[src/rpsm_pkg.sv]
`default_nettype none
package rpsm_pkg;
   // register offsets
   localparam logic [7:0] ADDR_INT_CTRL   = 8'h01;
   localparam logic [7:0] ADDR_STATUS     = 8'h03;
   localparam logic [7:0] ADDR_TEMP       = 8'h20;
   localparam logic [7:0] ADDR_NV_CTRL    = 8'h30;
   localparam logic [7:0] ADDR_TURNOVER   = 8'h33;
   localparam logic [7:0] ADDR_RAM_FIRST  = 8'h38;
   localparam logic [7:0] ADDR_RAM_LAST   = 8'h3F;
   localparam int         RAM_DEPTH       = 8;
   // field positions
   localparam int         BIT_PWR_ON      = 5;
   localparam int         BIT_LV2         = 3;
   localparam int         BIT_LV1         = 2;
   localparam int         BIT_BUSY        = 7;
   localparam int         BIT_IE_LV1      = 0;
   localparam int         BIT_IE_LV2      = 1;
   localparam int         BIT_THERM_EN    = 1;
   localparam int         BIT_TRK_LO      = 4;
   localparam int         BIT_TRK_HI      = 5;
   // reset values
   localparam logic [7:0] RST_INT_CTRL    = 8'h00;
   localparam logic [7:0] RST_NV_CTRL     = 8'h00;
   localparam logic [7:0] RST_TURNOVER    = 8'h19;
   localparam logic [7:0] RST_TEMP        = 8'h00;
   localparam logic [7:0] RST_RAM         = 8'h00;
   localparam logic [7:0] TURNOVER_MASK   = 8'h3F;
   // timing
   localparam longint     CLK_HZ          = 125000000;
   localparam longint     SLOW_PERIOD_S   = 1;
   localparam longint     FAST_PERIOD_US  = 1000;
   localparam logic [26:0] SLOW_CYC = 27'(CLK_HZ * SLOW_PERIOD_S);
   localparam logic [26:0] FAST_CYC = 27'(CLK_HZ * FAST_PERIOD_US / 1000000);

   typedef struct packed {
      logic [7:0] addr;
      logic [7:0] wdata;
      logic       wr;
      logic       rd;
   } rpsm_bus_t;

   typedef enum logic [2:0] {
      ST_WAIT_XTAL = 3'b000,
      ST_FAST_SCAN = 3'b001,
      ST_CFG_LOAD  = 3'b010,
      ST_MEASURE   = 3'b011,
      ST_RUN       = 3'b100
   } rpsm_state_t;
endpackage : rpsm_pkg
`default_nettype wire

[src/rpsm_top.sv]
`timescale 1ns/1ps
`default_nettype none
module rpsm_top #(
   parameter logic [26:0] P_SLOW_CYC = rpsm_pkg::SLOW_CYC,
   parameter logic [26:0] P_FAST_CYC = rpsm_pkg::FAST_CYC
) (
   input  wire logic                i_mclk,
   input  wire logic                i_rstn,
   input  wire rpsm_pkg::rpsm_bus_t i_bus,
   output var  logic [7:0]          o_rdata,
   input  wire logic                i_xtal_ok,
   input  wire logic                i_above_lv1,
   input  wire logic                i_above_lv2,
   input  wire logic                i_backup_mode,
   input  wire logic [7:0]          i_nv_ctrl,
   input  wire logic [7:0]          i_nv_turnover,
   input  wire logic                i_temp_valid,
   input  wire logic [7:0]          i_temp_value,
   output var  logic                o_nv_read_en,
   output var  logic                o_fast_scan,
   output var  logic                o_therm_en,
   output var  logic                o_meas_req,
   output var  logic [7:0]          o_comp_temp,
   output var  logic                o_ready,
   output var  logic                o_spi_en,
   output var  logic                o_clock_out_en,
   output var  logic                o_trickle_en,
   output var  logic [1:0]          o_trickle_sel,
   output var  logic                o_int_en,
   output var  logic                o_int,
   output var  logic                o_time_suspect
);
   import rpsm_pkg::*;

   ////////////////////////////////////////////////////////////////////////
   // state
   rpsm_state_t state_reg;
   rpsm_state_t state_next;
   logic [26:0] scan_cnt_reg;
   logic [26:0] scan_cnt_next;
   logic        rst_done_reg;
   logic        pwr_on_reg;
   logic        pwr_on_next;
   logic        lv1_reg;
   logic        lv1_next;
   logic        lv2_reg;
   logic        lv2_next;
   logic [7:0]  int_ctrl_reg;
   logic [7:0]  nv_ctrl_reg;
   logic [7:0]  nv_ctrl_next;
   logic [7:0]  turnover_reg;
   logic [7:0]  turnover_next;
   logic [7:0]  temp_reg;
   logic [7:0]  ram_reg [RAM_DEPTH];
   logic        bk_meta_reg;
   logic        bk_sync_reg;
   logic        bk_prev_reg;

   ////////////////////////////////////////////////////////////////////////
   // address decode, bus is dead while on backup supply
   function automatic logic hit(input logic [7:0] a, input logic [7:0] ref_a);
      hit = (a == ref_a);
   endfunction : hit

   wire       bus_live  = !bk_sync_reg;
   wire       wr_ok     = i_bus.wr && bus_live;
   wire       rd_ok     = i_bus.rd && bus_live;
   wire       wr_status = wr_ok && hit(i_bus.addr, ADDR_STATUS);
   wire       wr_intc   = wr_ok && hit(i_bus.addr, ADDR_INT_CTRL);
   wire       wr_nvc    = wr_ok && hit(i_bus.addr, ADDR_NV_CTRL);
   wire       wr_turn   = wr_ok && hit(i_bus.addr, ADDR_TURNOVER);
   wire       ram_sel   = (i_bus.addr >= ADDR_RAM_FIRST) &&
                          (i_bus.addr <= ADDR_RAM_LAST);
   wire [2:0] ram_idx   = i_bus.addr[2:0];
   wire       wr_ram    = wr_ok && ram_sel;

   ////////////////////////////////////////////////////////////////////////
   // scan timer, fast during power-up, slow afterwards
   wire        scanning  = (state_reg != ST_WAIT_XTAL);
   wire        fast_mode = (state_reg == ST_FAST_SCAN);
   wire [26:0] period    = fast_mode ? P_FAST_CYC : P_SLOW_CYC;
   wire        scan_tick = scanning && (scan_cnt_reg == period - 27'h1);
   wire        fast_done = fast_mode && scan_tick && i_above_lv2;
   // during fast scan only a passing sample matters, so no flag set there
   wire        slow_tick = scan_tick && !fast_mode;
   wire        set_lv1   = slow_tick && !i_above_lv1;
   wire        set_lv2   = slow_tick && !i_above_lv2;

   assign scan_cnt_next = (!scanning || scan_tick || fast_done) ? 27'h0 :
                          scan_cnt_reg + 27'h1;

   ////////////////////////////////////////////////////////////////////////
   // sequencer
   wire therm_cfg = nv_ctrl_reg[BIT_THERM_EN];
   always_comb begin
      state_next = state_reg;
      case (state_reg)
         ST_WAIT_XTAL: begin
            if (i_xtal_ok) begin
               state_next = ST_FAST_SCAN;
            end
         end
         ST_FAST_SCAN: begin
            if (fast_done) begin
               state_next = ST_CFG_LOAD;
            end
         end
         ST_CFG_LOAD: begin
            // thermometer bit is tested on the freshly loaded value
            state_next = i_nv_ctrl[BIT_THERM_EN] ? ST_MEASURE : ST_RUN;
         end
         ST_MEASURE: begin
            if (i_temp_valid) begin
               state_next = ST_RUN;
            end
         end
         ST_RUN: begin
            state_next = ST_RUN;
         end
         default: begin
            state_next = ST_WAIT_XTAL;
         end
      endcase
   end

   ////////////////////////////////////////////////////////////////////////
   // flags: hardware set wins over a software clear in the same cycle
   wire load_cyc = (state_reg == ST_CFG_LOAD);
   assign pwr_on_next = !rst_done_reg ? 1'b1 :
                        (wr_status && !i_bus.wdata[BIT_PWR_ON]) ? 1'b0 :
                        pwr_on_reg;
   assign lv1_next = set_lv1 ? 1'b1 :
                     (load_cyc || (wr_status && !i_bus.wdata[BIT_LV1])) ?
                     1'b0 : lv1_reg;
   assign lv2_next = set_lv2 ? 1'b1 :
                     (load_cyc || (wr_status && !i_bus.wdata[BIT_LV2])) ?
                     1'b0 : lv2_reg;

   // configuration comes from the nv page, software may still rewrite it
   assign nv_ctrl_next  = load_cyc ? i_nv_ctrl :
                          wr_nvc ? i_bus.wdata : nv_ctrl_reg;
   assign turnover_next = load_cyc ? (i_nv_turnover & TURNOVER_MASK) :
                          wr_turn ? (i_bus.wdata & TURNOVER_MASK) :
                          turnover_reg;

   ////////////////////////////////////////////////////////////////////////
   // thermometer runs only with both flags clear; otherwise reading frozen
   wire lv_any       = lv1_reg || lv2_reg;
   wire therm_active = therm_cfg && !lv_any &&
                       ((state_reg == ST_MEASURE) || (state_reg == ST_RUN));
   wire temp_load    = therm_active && i_temp_valid;

   ////////////////////////////////////////////////////////////////////////
   // backup gating and trickle selection
   wire       bk_enter = bk_sync_reg && !bk_prev_reg;
   wire [1:0] trk_sel  = nv_ctrl_reg[BIT_TRK_HI:BIT_TRK_LO];
   wire       lv_irq   = (lv1_reg && int_ctrl_reg[BIT_IE_LV1]) ||
                         (lv2_reg && int_ctrl_reg[BIT_IE_LV2]);

   ////////////////////////////////////////////////////////////////////////
   // read mux, unmapped addresses read zero
   wire [7:0] status_rd = {!o_ready, 1'b0, pwr_on_reg, 1'b0, lv2_reg,
                           lv1_reg, 2'b00};
   wire [7:0] rd_mux =
      hit(i_bus.addr, ADDR_STATUS)   ? status_rd    :
      hit(i_bus.addr, ADDR_INT_CTRL) ? int_ctrl_reg :
      hit(i_bus.addr, ADDR_TEMP)     ? temp_reg     :
      hit(i_bus.addr, ADDR_NV_CTRL)  ? nv_ctrl_reg  :
      hit(i_bus.addr, ADDR_TURNOVER) ? turnover_reg :
      ram_sel                        ? ram_reg[ram_idx] : 8'h00;

   ////////////////////////////////////////////////////////////////////////
   // backup level synchroniser
   always_ff @(posedge i_mclk or negedge i_rstn) begin
      if (!i_rstn) begin
         bk_meta_reg <= 1'b0;
         bk_sync_reg <= 1'b0;
         bk_prev_reg <= 1'b0;
      end else begin
         bk_meta_reg <= i_backup_mode;
         bk_sync_reg <= bk_meta_reg;
         bk_prev_reg <= bk_sync_reg;
      end
   end

   // sequencer and flags
   always_ff @(posedge i_mclk or negedge i_rstn) begin
      if (!i_rstn) begin
         state_reg    <= ST_WAIT_XTAL;
         scan_cnt_reg <= 27'h0;
         rst_done_reg <= 1'b0;
         pwr_on_reg   <= 1'b0;
         lv1_reg      <= 1'b0;
         lv2_reg      <= 1'b0;
      end else begin
         state_reg    <= state_next;
         scan_cnt_reg <= scan_cnt_next;
         rst_done_reg <= 1'b1;
         pwr_on_reg   <= pwr_on_next;
         lv1_reg      <= lv1_next;
         lv2_reg      <= lv2_next;
      end
   end

   // configuration registers
   always_ff @(posedge i_mclk or negedge i_rstn) begin
      if (!i_rstn) begin
         int_ctrl_reg <= RST_INT_CTRL;
         nv_ctrl_reg  <= RST_NV_CTRL;
         turnover_reg <= RST_TURNOVER;
         temp_reg     <= RST_TEMP;
      end else begin
         if (wr_intc) begin
            int_ctrl_reg <= i_bus.wdata;
         end
         // backup entry wipes the resistor choice so charging stays off
         nv_ctrl_reg  <= bk_enter ?
                         (nv_ctrl_next & ~(8'h03 << BIT_TRK_LO)) : nv_ctrl_next;
         turnover_reg <= turnover_next;
         if (temp_load) begin
            temp_reg <= i_temp_value;
         end
      end
   end

   // scratch bytes
   always_ff @(posedge i_mclk or negedge i_rstn) begin
      if (!i_rstn) begin
         for (int i = 0; i < RAM_DEPTH; i++) begin
            ram_reg[i] <= RST_RAM;
         end
      end else if (wr_ram) begin
         ram_reg[ram_idx] <= i_bus.wdata;
      end
   end

   // registered outputs
   always_ff @(posedge i_mclk or negedge i_rstn) begin
      if (!i_rstn) begin
         o_rdata        <= 8'h00;
         o_nv_read_en   <= 1'b0;
         o_fast_scan    <= 1'b0;
         o_therm_en     <= 1'b0;
         o_meas_req     <= 1'b0;
         o_comp_temp    <= RST_TEMP;
         o_ready        <= 1'b0;
         o_spi_en       <= 1'b0;
         o_clock_out_en <= 1'b0;
         o_trickle_en   <= 1'b0;
         o_trickle_sel  <= 2'b00;
         o_int_en       <= 1'b0;
         o_int          <= 1'b0;
         o_time_suspect <= 1'b0;
      end else begin
         o_rdata        <= rd_ok ? rd_mux : 8'h00;
         o_nv_read_en   <= (state_next != ST_WAIT_XTAL) &&
                           (state_next != ST_FAST_SCAN);
         o_fast_scan    <= (state_next == ST_FAST_SCAN);
         o_therm_en     <= therm_active;
         o_meas_req     <= (state_next == ST_MEASURE);
         o_comp_temp    <= temp_reg;
         o_ready        <= (state_next == ST_RUN);
         o_spi_en       <= !bk_sync_reg;
         o_clock_out_en <= !bk_sync_reg;
         o_trickle_en   <= !bk_sync_reg && (trk_sel != 2'b00);
         o_trickle_sel  <= bk_sync_reg ? 2'b00 : trk_sel;
         o_int_en       <= 1'b1;
         o_int          <= lv_irq;
         o_time_suspect <= lv2_reg;
      end
   end
endmodule : rpsm_top
`default_nettype wire

[config.mk]
export PLATFORM = sky130hd
export DESIGN_NAME = rpsm_top
export DESIGN_NICKNAME = d
export VERILOG_FILES = /design/src/rpsm_pkg.sv /design/src/rpsm_top.sv
export SDC_FILE = /design/constraint.sdc
export NUM_CORES = 1
export LEC_CHECK = 0
export BUFFER_PORTS_ARGS = -buffer_cell sky130_fd_sc_hd__buf_4
export CAP_MARGIN = 20
export CORE_MARGIN = 2
export CORE_UTILIZATION = 40
export DETAILED_ROUTE_END_ITERATION = 16
export SYNTH_ARGS = -nofsm -noshare
export SYNTH_HDL_FRONTEND = slang
export SYNTH_SLANG_ARGS = --single-unit
[constraint.sdc]
create_clock -name i_mclk -period 1.9 [get_ports i_mclk]
set_input_delay 0.38 -clock i_mclk [delete_from_list [all_inputs] [get_ports i_mclk]]
set_output_delay 0.38 -clock i_mclk [all_outputs]
set_load 0.03 [all_outputs]
# --- Word level (Yosys, flattened, before mapping) ---
# Cells that the tools add are included.
classes:
  n_addsub: 2
  order_cmp: 4
  n_eq_ne: 15
  muxes: 32
  bitwise_logic: 1
  n_reduce_logical: 52
op_table:
  columns: ["cell", "count"]
  rows:
  - ["2-to-1 mux 8 bit", 14]
  - ["bitwise mux 64 bit", 1]
  - ["2-to-1 mux 27 bit", 2]
  - ["adder 27 x 1 -> 27 bit (second input constant)", 1]
  - ["== test 27 bit", 1]
  - ["subtractor 27 x 1 -> 27 bit (second input constant)", 1]
  - ["logical AND 1 bit", 26]
  - ["binary-select mux 8 bit (select 3 bit)", 1]
  - ["demux 8 bit (select 3 bit)", 1]
  - ["== test 8 x 6 -> 1 bit (second input constant)", 3]
  - ["case mux 3 bit (5 select lines)", 1]
  - ["2-to-1 mux 3 bit", 4]
  - ["logical NOT 1 bit", 11]
  - ["== test 3 x 2 -> 1 bit (second input constant)", 3]
  - ["nonzero test 3 bit", 3]
  - ["== test 8 x 1 -> 1 bit (second input constant)", 1]
  - ["== test 8 x 2 -> 1 bit (second input constant)", 1]
  - ["greater-or-equal comparator 8 x 6 -> 1 bit (second input constant)", 1]
  - ["less-or-equal comparator 8 x 6 -> 1 bit (second input constant)", 1]
  - ["nonzero test 2 bit", 4]
  - ["logical OR 1 bit", 7]
  - ["== test 3 x 1 -> 1 bit (second input constant)", 2]
  - ["== test 3 bit (second input constant)", 2]
  - ["2-to-1 mux 1 bit", 6]
  - ["other kinds (8)", 8]
totals:
  regBits: 160
  inputBits: 49
  output_inout_bits: 29
  wordCells: 140

# --- Depth between registers and ports, before layout ---
depth:
  depth_word: 11
  mapped_depth: 7
  depth_no_buf: 6

# --- Worst setup path after synthesis ---
# No wires, ideal clock.
synth_path:
  kind: "input port to flip-flop"
  from: "input i_bus[10] (netlist name)"
  to: "register o_rdata[0]"
  setup_time_ns: 0.125
  arrival_ns: 1.643
  t_required_ns: 1.775
  slack_ns: 0.132
  stages: 7
  n_path_buf: 2
  path_cell_list: "buf_4 -> buf_6 -> mux4_2 -> mux2i_1 -> nor2_1 -> nor3b_1 -> nor3_1"
synth_between:
  elab_chain_len: 11
  word_cells_on_any_way: 19
  classes_between: "order compare (2); eq/ne (5); mux (10); bitwise (1); reduce/logical (1)"
synth_lines:
  columns: ["element", "line_no", "source"]
  rows:
  - ["start, declared", "rpsm_top.sv:9", "input wire rpsm_pkg::rpsm_bus_t i_bus,"]
  - ["parallel branches: the longest is 9 deep, another holds greater-or-equal comparator 8 x 6 -> 1 bit", null, null]
  - ["2-to-1 mux 8 bit *", "rpsm_top.sv:165", "hit(i_bus.addr, ADDR_STATUS) ? status_rd :"]
  - ["2-to-1 mux 8 bit *", "rpsm_top.sv:255", "o_rdata <= rd_ok ? rd_mux : 8'h00;"]
  - ["end signal, assigned", "rpsm_top.sv:255", null]
  - ["end, declared", "rpsm_top.sv:10", "output var logic [7:0] o_rdata,"]
# Mark *: on every way between the ends. The select of a mux whose other input is x is not followed.
# A chain may end at the register's enable or synchronous reset.

# --- Final worst setup path ---
layout_path:
  from: "register bk_sync_reg"
  to: "register ram_reg[60] (netlist name)"
layout_between:
  elab_chain_len: 3
layout_lines:
  columns: ["element", "line_no", "source"]
  rows:
  - ["start, declared", "rpsm_top.sv:56", "logic bk_sync_reg;"]
  - ["start signal, assigned", "rpsm_top.sv:181", "bk_sync_reg <= bk_meta_reg;"]
  - ["logical NOT 1 bit", "rpsm_top.sv:65", "wire bus_live = !bk_sync_reg;"]
  - ["logical AND 1 bit", "rpsm_top.sv:66", "wire wr_ok = i_bus.wr && bus_live;"]
  - ["logical AND 1 bit", "rpsm_top.sv:75", "wire wr_ram = wr_ok && ram_sel;"]
  - ["end signal, assigned by index", "rpsm_top.sv:233", "ram_reg[ram_idx] <= i_bus.wdata;"]
  - ["end, declared", "rpsm_top.sv:54", "logic [7:0] ram_reg [RAM_DEPTH];"]
# Every way passes these cells.

==> results.toml <==
[setup_path]
startpoint = "bk_sync_reg"
critPathLaunchType = "flop"
crit_arrival_ps = 2090
cp_slowest_cell = "dfrtp_1"
crit_family = "simple AND/OR/NAND/NOR gates"
cp_max_fo = 5
r2r_cells = 6
crit_buf_inv = 2
cp-end-kind = "flop"
critPathKind = "reg2reg"
worstPathCellList = "nor2b_2 > buf_4 > nand4b_4 > or3_1 > buf_4 > mux2_4"
cp.depth = 6
crit_path_max_incr_delay_ps = 400
cp_data_required_time_ps = 2200
r2r_start = "bk_sync_reg"
regToRegSetupSlack_ps = 110
crit_top_cell = "buf_4"
r2r-end = "ram_reg[60]"
endpoint = "ram_reg[60]"

[die]
core_area_sq_mm = 0.01784
ioPinCount = 78
rows = 49
start_util = 0.4044
die_area_sq_mm = 0.01913
die_w_um = 138.3
die_y_um = 138.3

[power]
power_density_mw_per_mm2 = 859.9
max-vdd-ir-drop_v = 0.0005866
leakage_nw = 4.442
total_power_w = 0.007854

[yosys]
syn-cell-area_sq_mm = 0.007214
synthDominantCellAreaShare = 0.5376
synth.distinct_cells = 63
ys_ff_latch = 158
ys_warn_count = 0
synth_nets = 610
synth_area_leaders = "dfrtp_1, mux2_2, mux4_2"
synth_edf_count = 0
synth-async-reset-ratio = 1.000
avgSynthCellArea_sq_um = 12.88
yosys.area.top_type = "dfrtp_1"
synth_cells = 560
synth_common_cells = "dfrtp_1, mux2_2, nor2_1"
yosysSeqAreaShare = 0.5486
synth.most_common_cell = "dfrtp_1"
synth_ff_type = "dfrtp_1"

[timing]
finalHoldViolations = 0
setup_tns_ps = 0
setup_slack_ps = 107.6
fin_skew_ps = 8.034
fin_crit_ps = 1792
fin_crit_sh = 0.9434
hold-worst-slack_ps = 68.81
setup_violations = 0
slew_viol_final = 0
fmax_ghz = 0.5579

[placed_design]
io_buffers = 75
dp_slack_ps = -191.8
place_congestion = 0.8538
dp_hpwl_um = 12320

[routing]
vias = 4889
via_per_inst = 5.263
wirelength_um = 16630
drtAntennaViolNets = 0
drc = 0
drtIter0Drc = 360
wire_per_inst_um = 17.90
first_pass_iters = 5

[global_routing]
antenna_found_initial = 0
grt_max_degree = 45
grt_pass1_wl_um = 28270
grt_pass1_vias = 5277
grt_util_all_layers = 0.1843
grt_overflow = 0

[layout]
syn_to_final_growth_pct = 26.60
multi_input_area_sq_mm = 0.003115
fin_util = 0.5120
fin_nets = 737
seq_area_sq_mm = 0.003958
nFillCells = 1518
num_antenna_cells = 0
drive_gt1_frac = 0.4171
largest_reg_flops = 64

[clocking]
cts_made_buffers = 17
cts.clk_slew.worst_paths_ps = 60
postCtsSetupBuffers = 0
clock-sinks = 158
clk_latency_ps = 420
h-tree-depth = 4
root_buffer = "clkbuf_16"
cts_tree = "built"
cts_buffer_depth = 2

[min_path]
hold_class = "in2reg"

[flow_run]
max-cap-violations = 0

[status]
outcome = "completed"
==> worst min path at each step <==
stage | from | endpoint | slack (ps) | depth (start not counted)
after floorplan | i_rstn | bk_meta_reg | 80 | 0
after global placement | i_rstn | o_comp_temp[7] | 330 | 1
after detailed placement | i_rstn | o_comp_temp[0] | 340 | 1
after CTS | i_backup_mode | bk_meta_reg | 50 | 1
after global routing | i_backup_mode | bk_meta_reg | 50 | 1
final | i_backup_mode | bk_meta_reg | 70 | 1
==> power by group <==
group	internal (W)	switching, W
Combinational	0.000358	0.000363
Sequential	0.00350	0.000102
Clock	0.00212	0.00141
==> worst reg2reg max path: stages (launching register included) <==
cell and delay (ps):
dfrtp_1 400, nor2b_2 160, buf_4 190, nand4b_4 110, or3_1 340, buf_4 180
mux2_4 300
==> through the flow <==
| stage | instance area [sq um] | std cells |
|---|---|---|
| after floorplan | 7214 | 560 |
| after global placement | 8478 | 896 |
| after detailed placement | 8478 | 896 |
| after CTS | 9107 | 929 |
| after global routing | 9134 | 929 |
| final | 9134 | 929 |
==> layout make-up <==
type                       instances  area share
inverter                           6    0.002466
multi-input combinational        369      0.3411
clock buffer                      18     0.04808
sequential                       158      0.4333
clock inverter                    14     0.01973
timing repair buffer             135      0.1240
tap                              229     0.03137
==> what timing repair did <==
action,4_1_cts,5_1_grt
endpoints found under the hold margin,37,0
gates resized for setup,0,5
setup endpoints to repair,0,19
hold buffers,1,0
==> per-layer routing <==
metal / GRT usage / routed length [um] / vias up
met5: 0 / 0 / -
met4: 0.06069 / 295 / 0
met3: 0.03879 / 580 / 20
met2: 0.2890 / 7905 / 104
met1: 0.2577 / 7845 / 2487
li1: - / - / 2278
==> cells in the final DEF (no fill, tap or decap), types with 4 or more instances in the layout <==
cell type / instances
dfrtp_1: 155
buf_4: 124
mux2_2: 72
nor2_1: 48
nand2_1: 29
mux2i_1: 21
nand3_1: 21
o21ai_0: 19
xor2_1: 19
clkbuf_16: 17
mux4_2: 16
nor3_1: 9
buf_12: 9
mux2_4: 8
nand4_1: 8
and3_1: 7
nor2_2: 6
inv_1: 6
xnor2_1: 5
nand2b_1: 4
nor2b_1: 4
nor3b_1: 4
o22ai_1: 4
clkinvlp_4: 4
==> logic make-up after synthesis <==
kind of cell / Yosys count / share of synthesized area
fa+ha+maj: 1 / 0.001734
buf+inv: 33 / 0.02324
xor+xnor: 24 / 0.02914
compound gates: 51 / 0.04908
mux: 117 / 0.2081
simple gates: 175 / 0.1396
flops: 158 / 0.5486
other cells: 1 / 0.0005198
(Power assumes the default switching activity.)
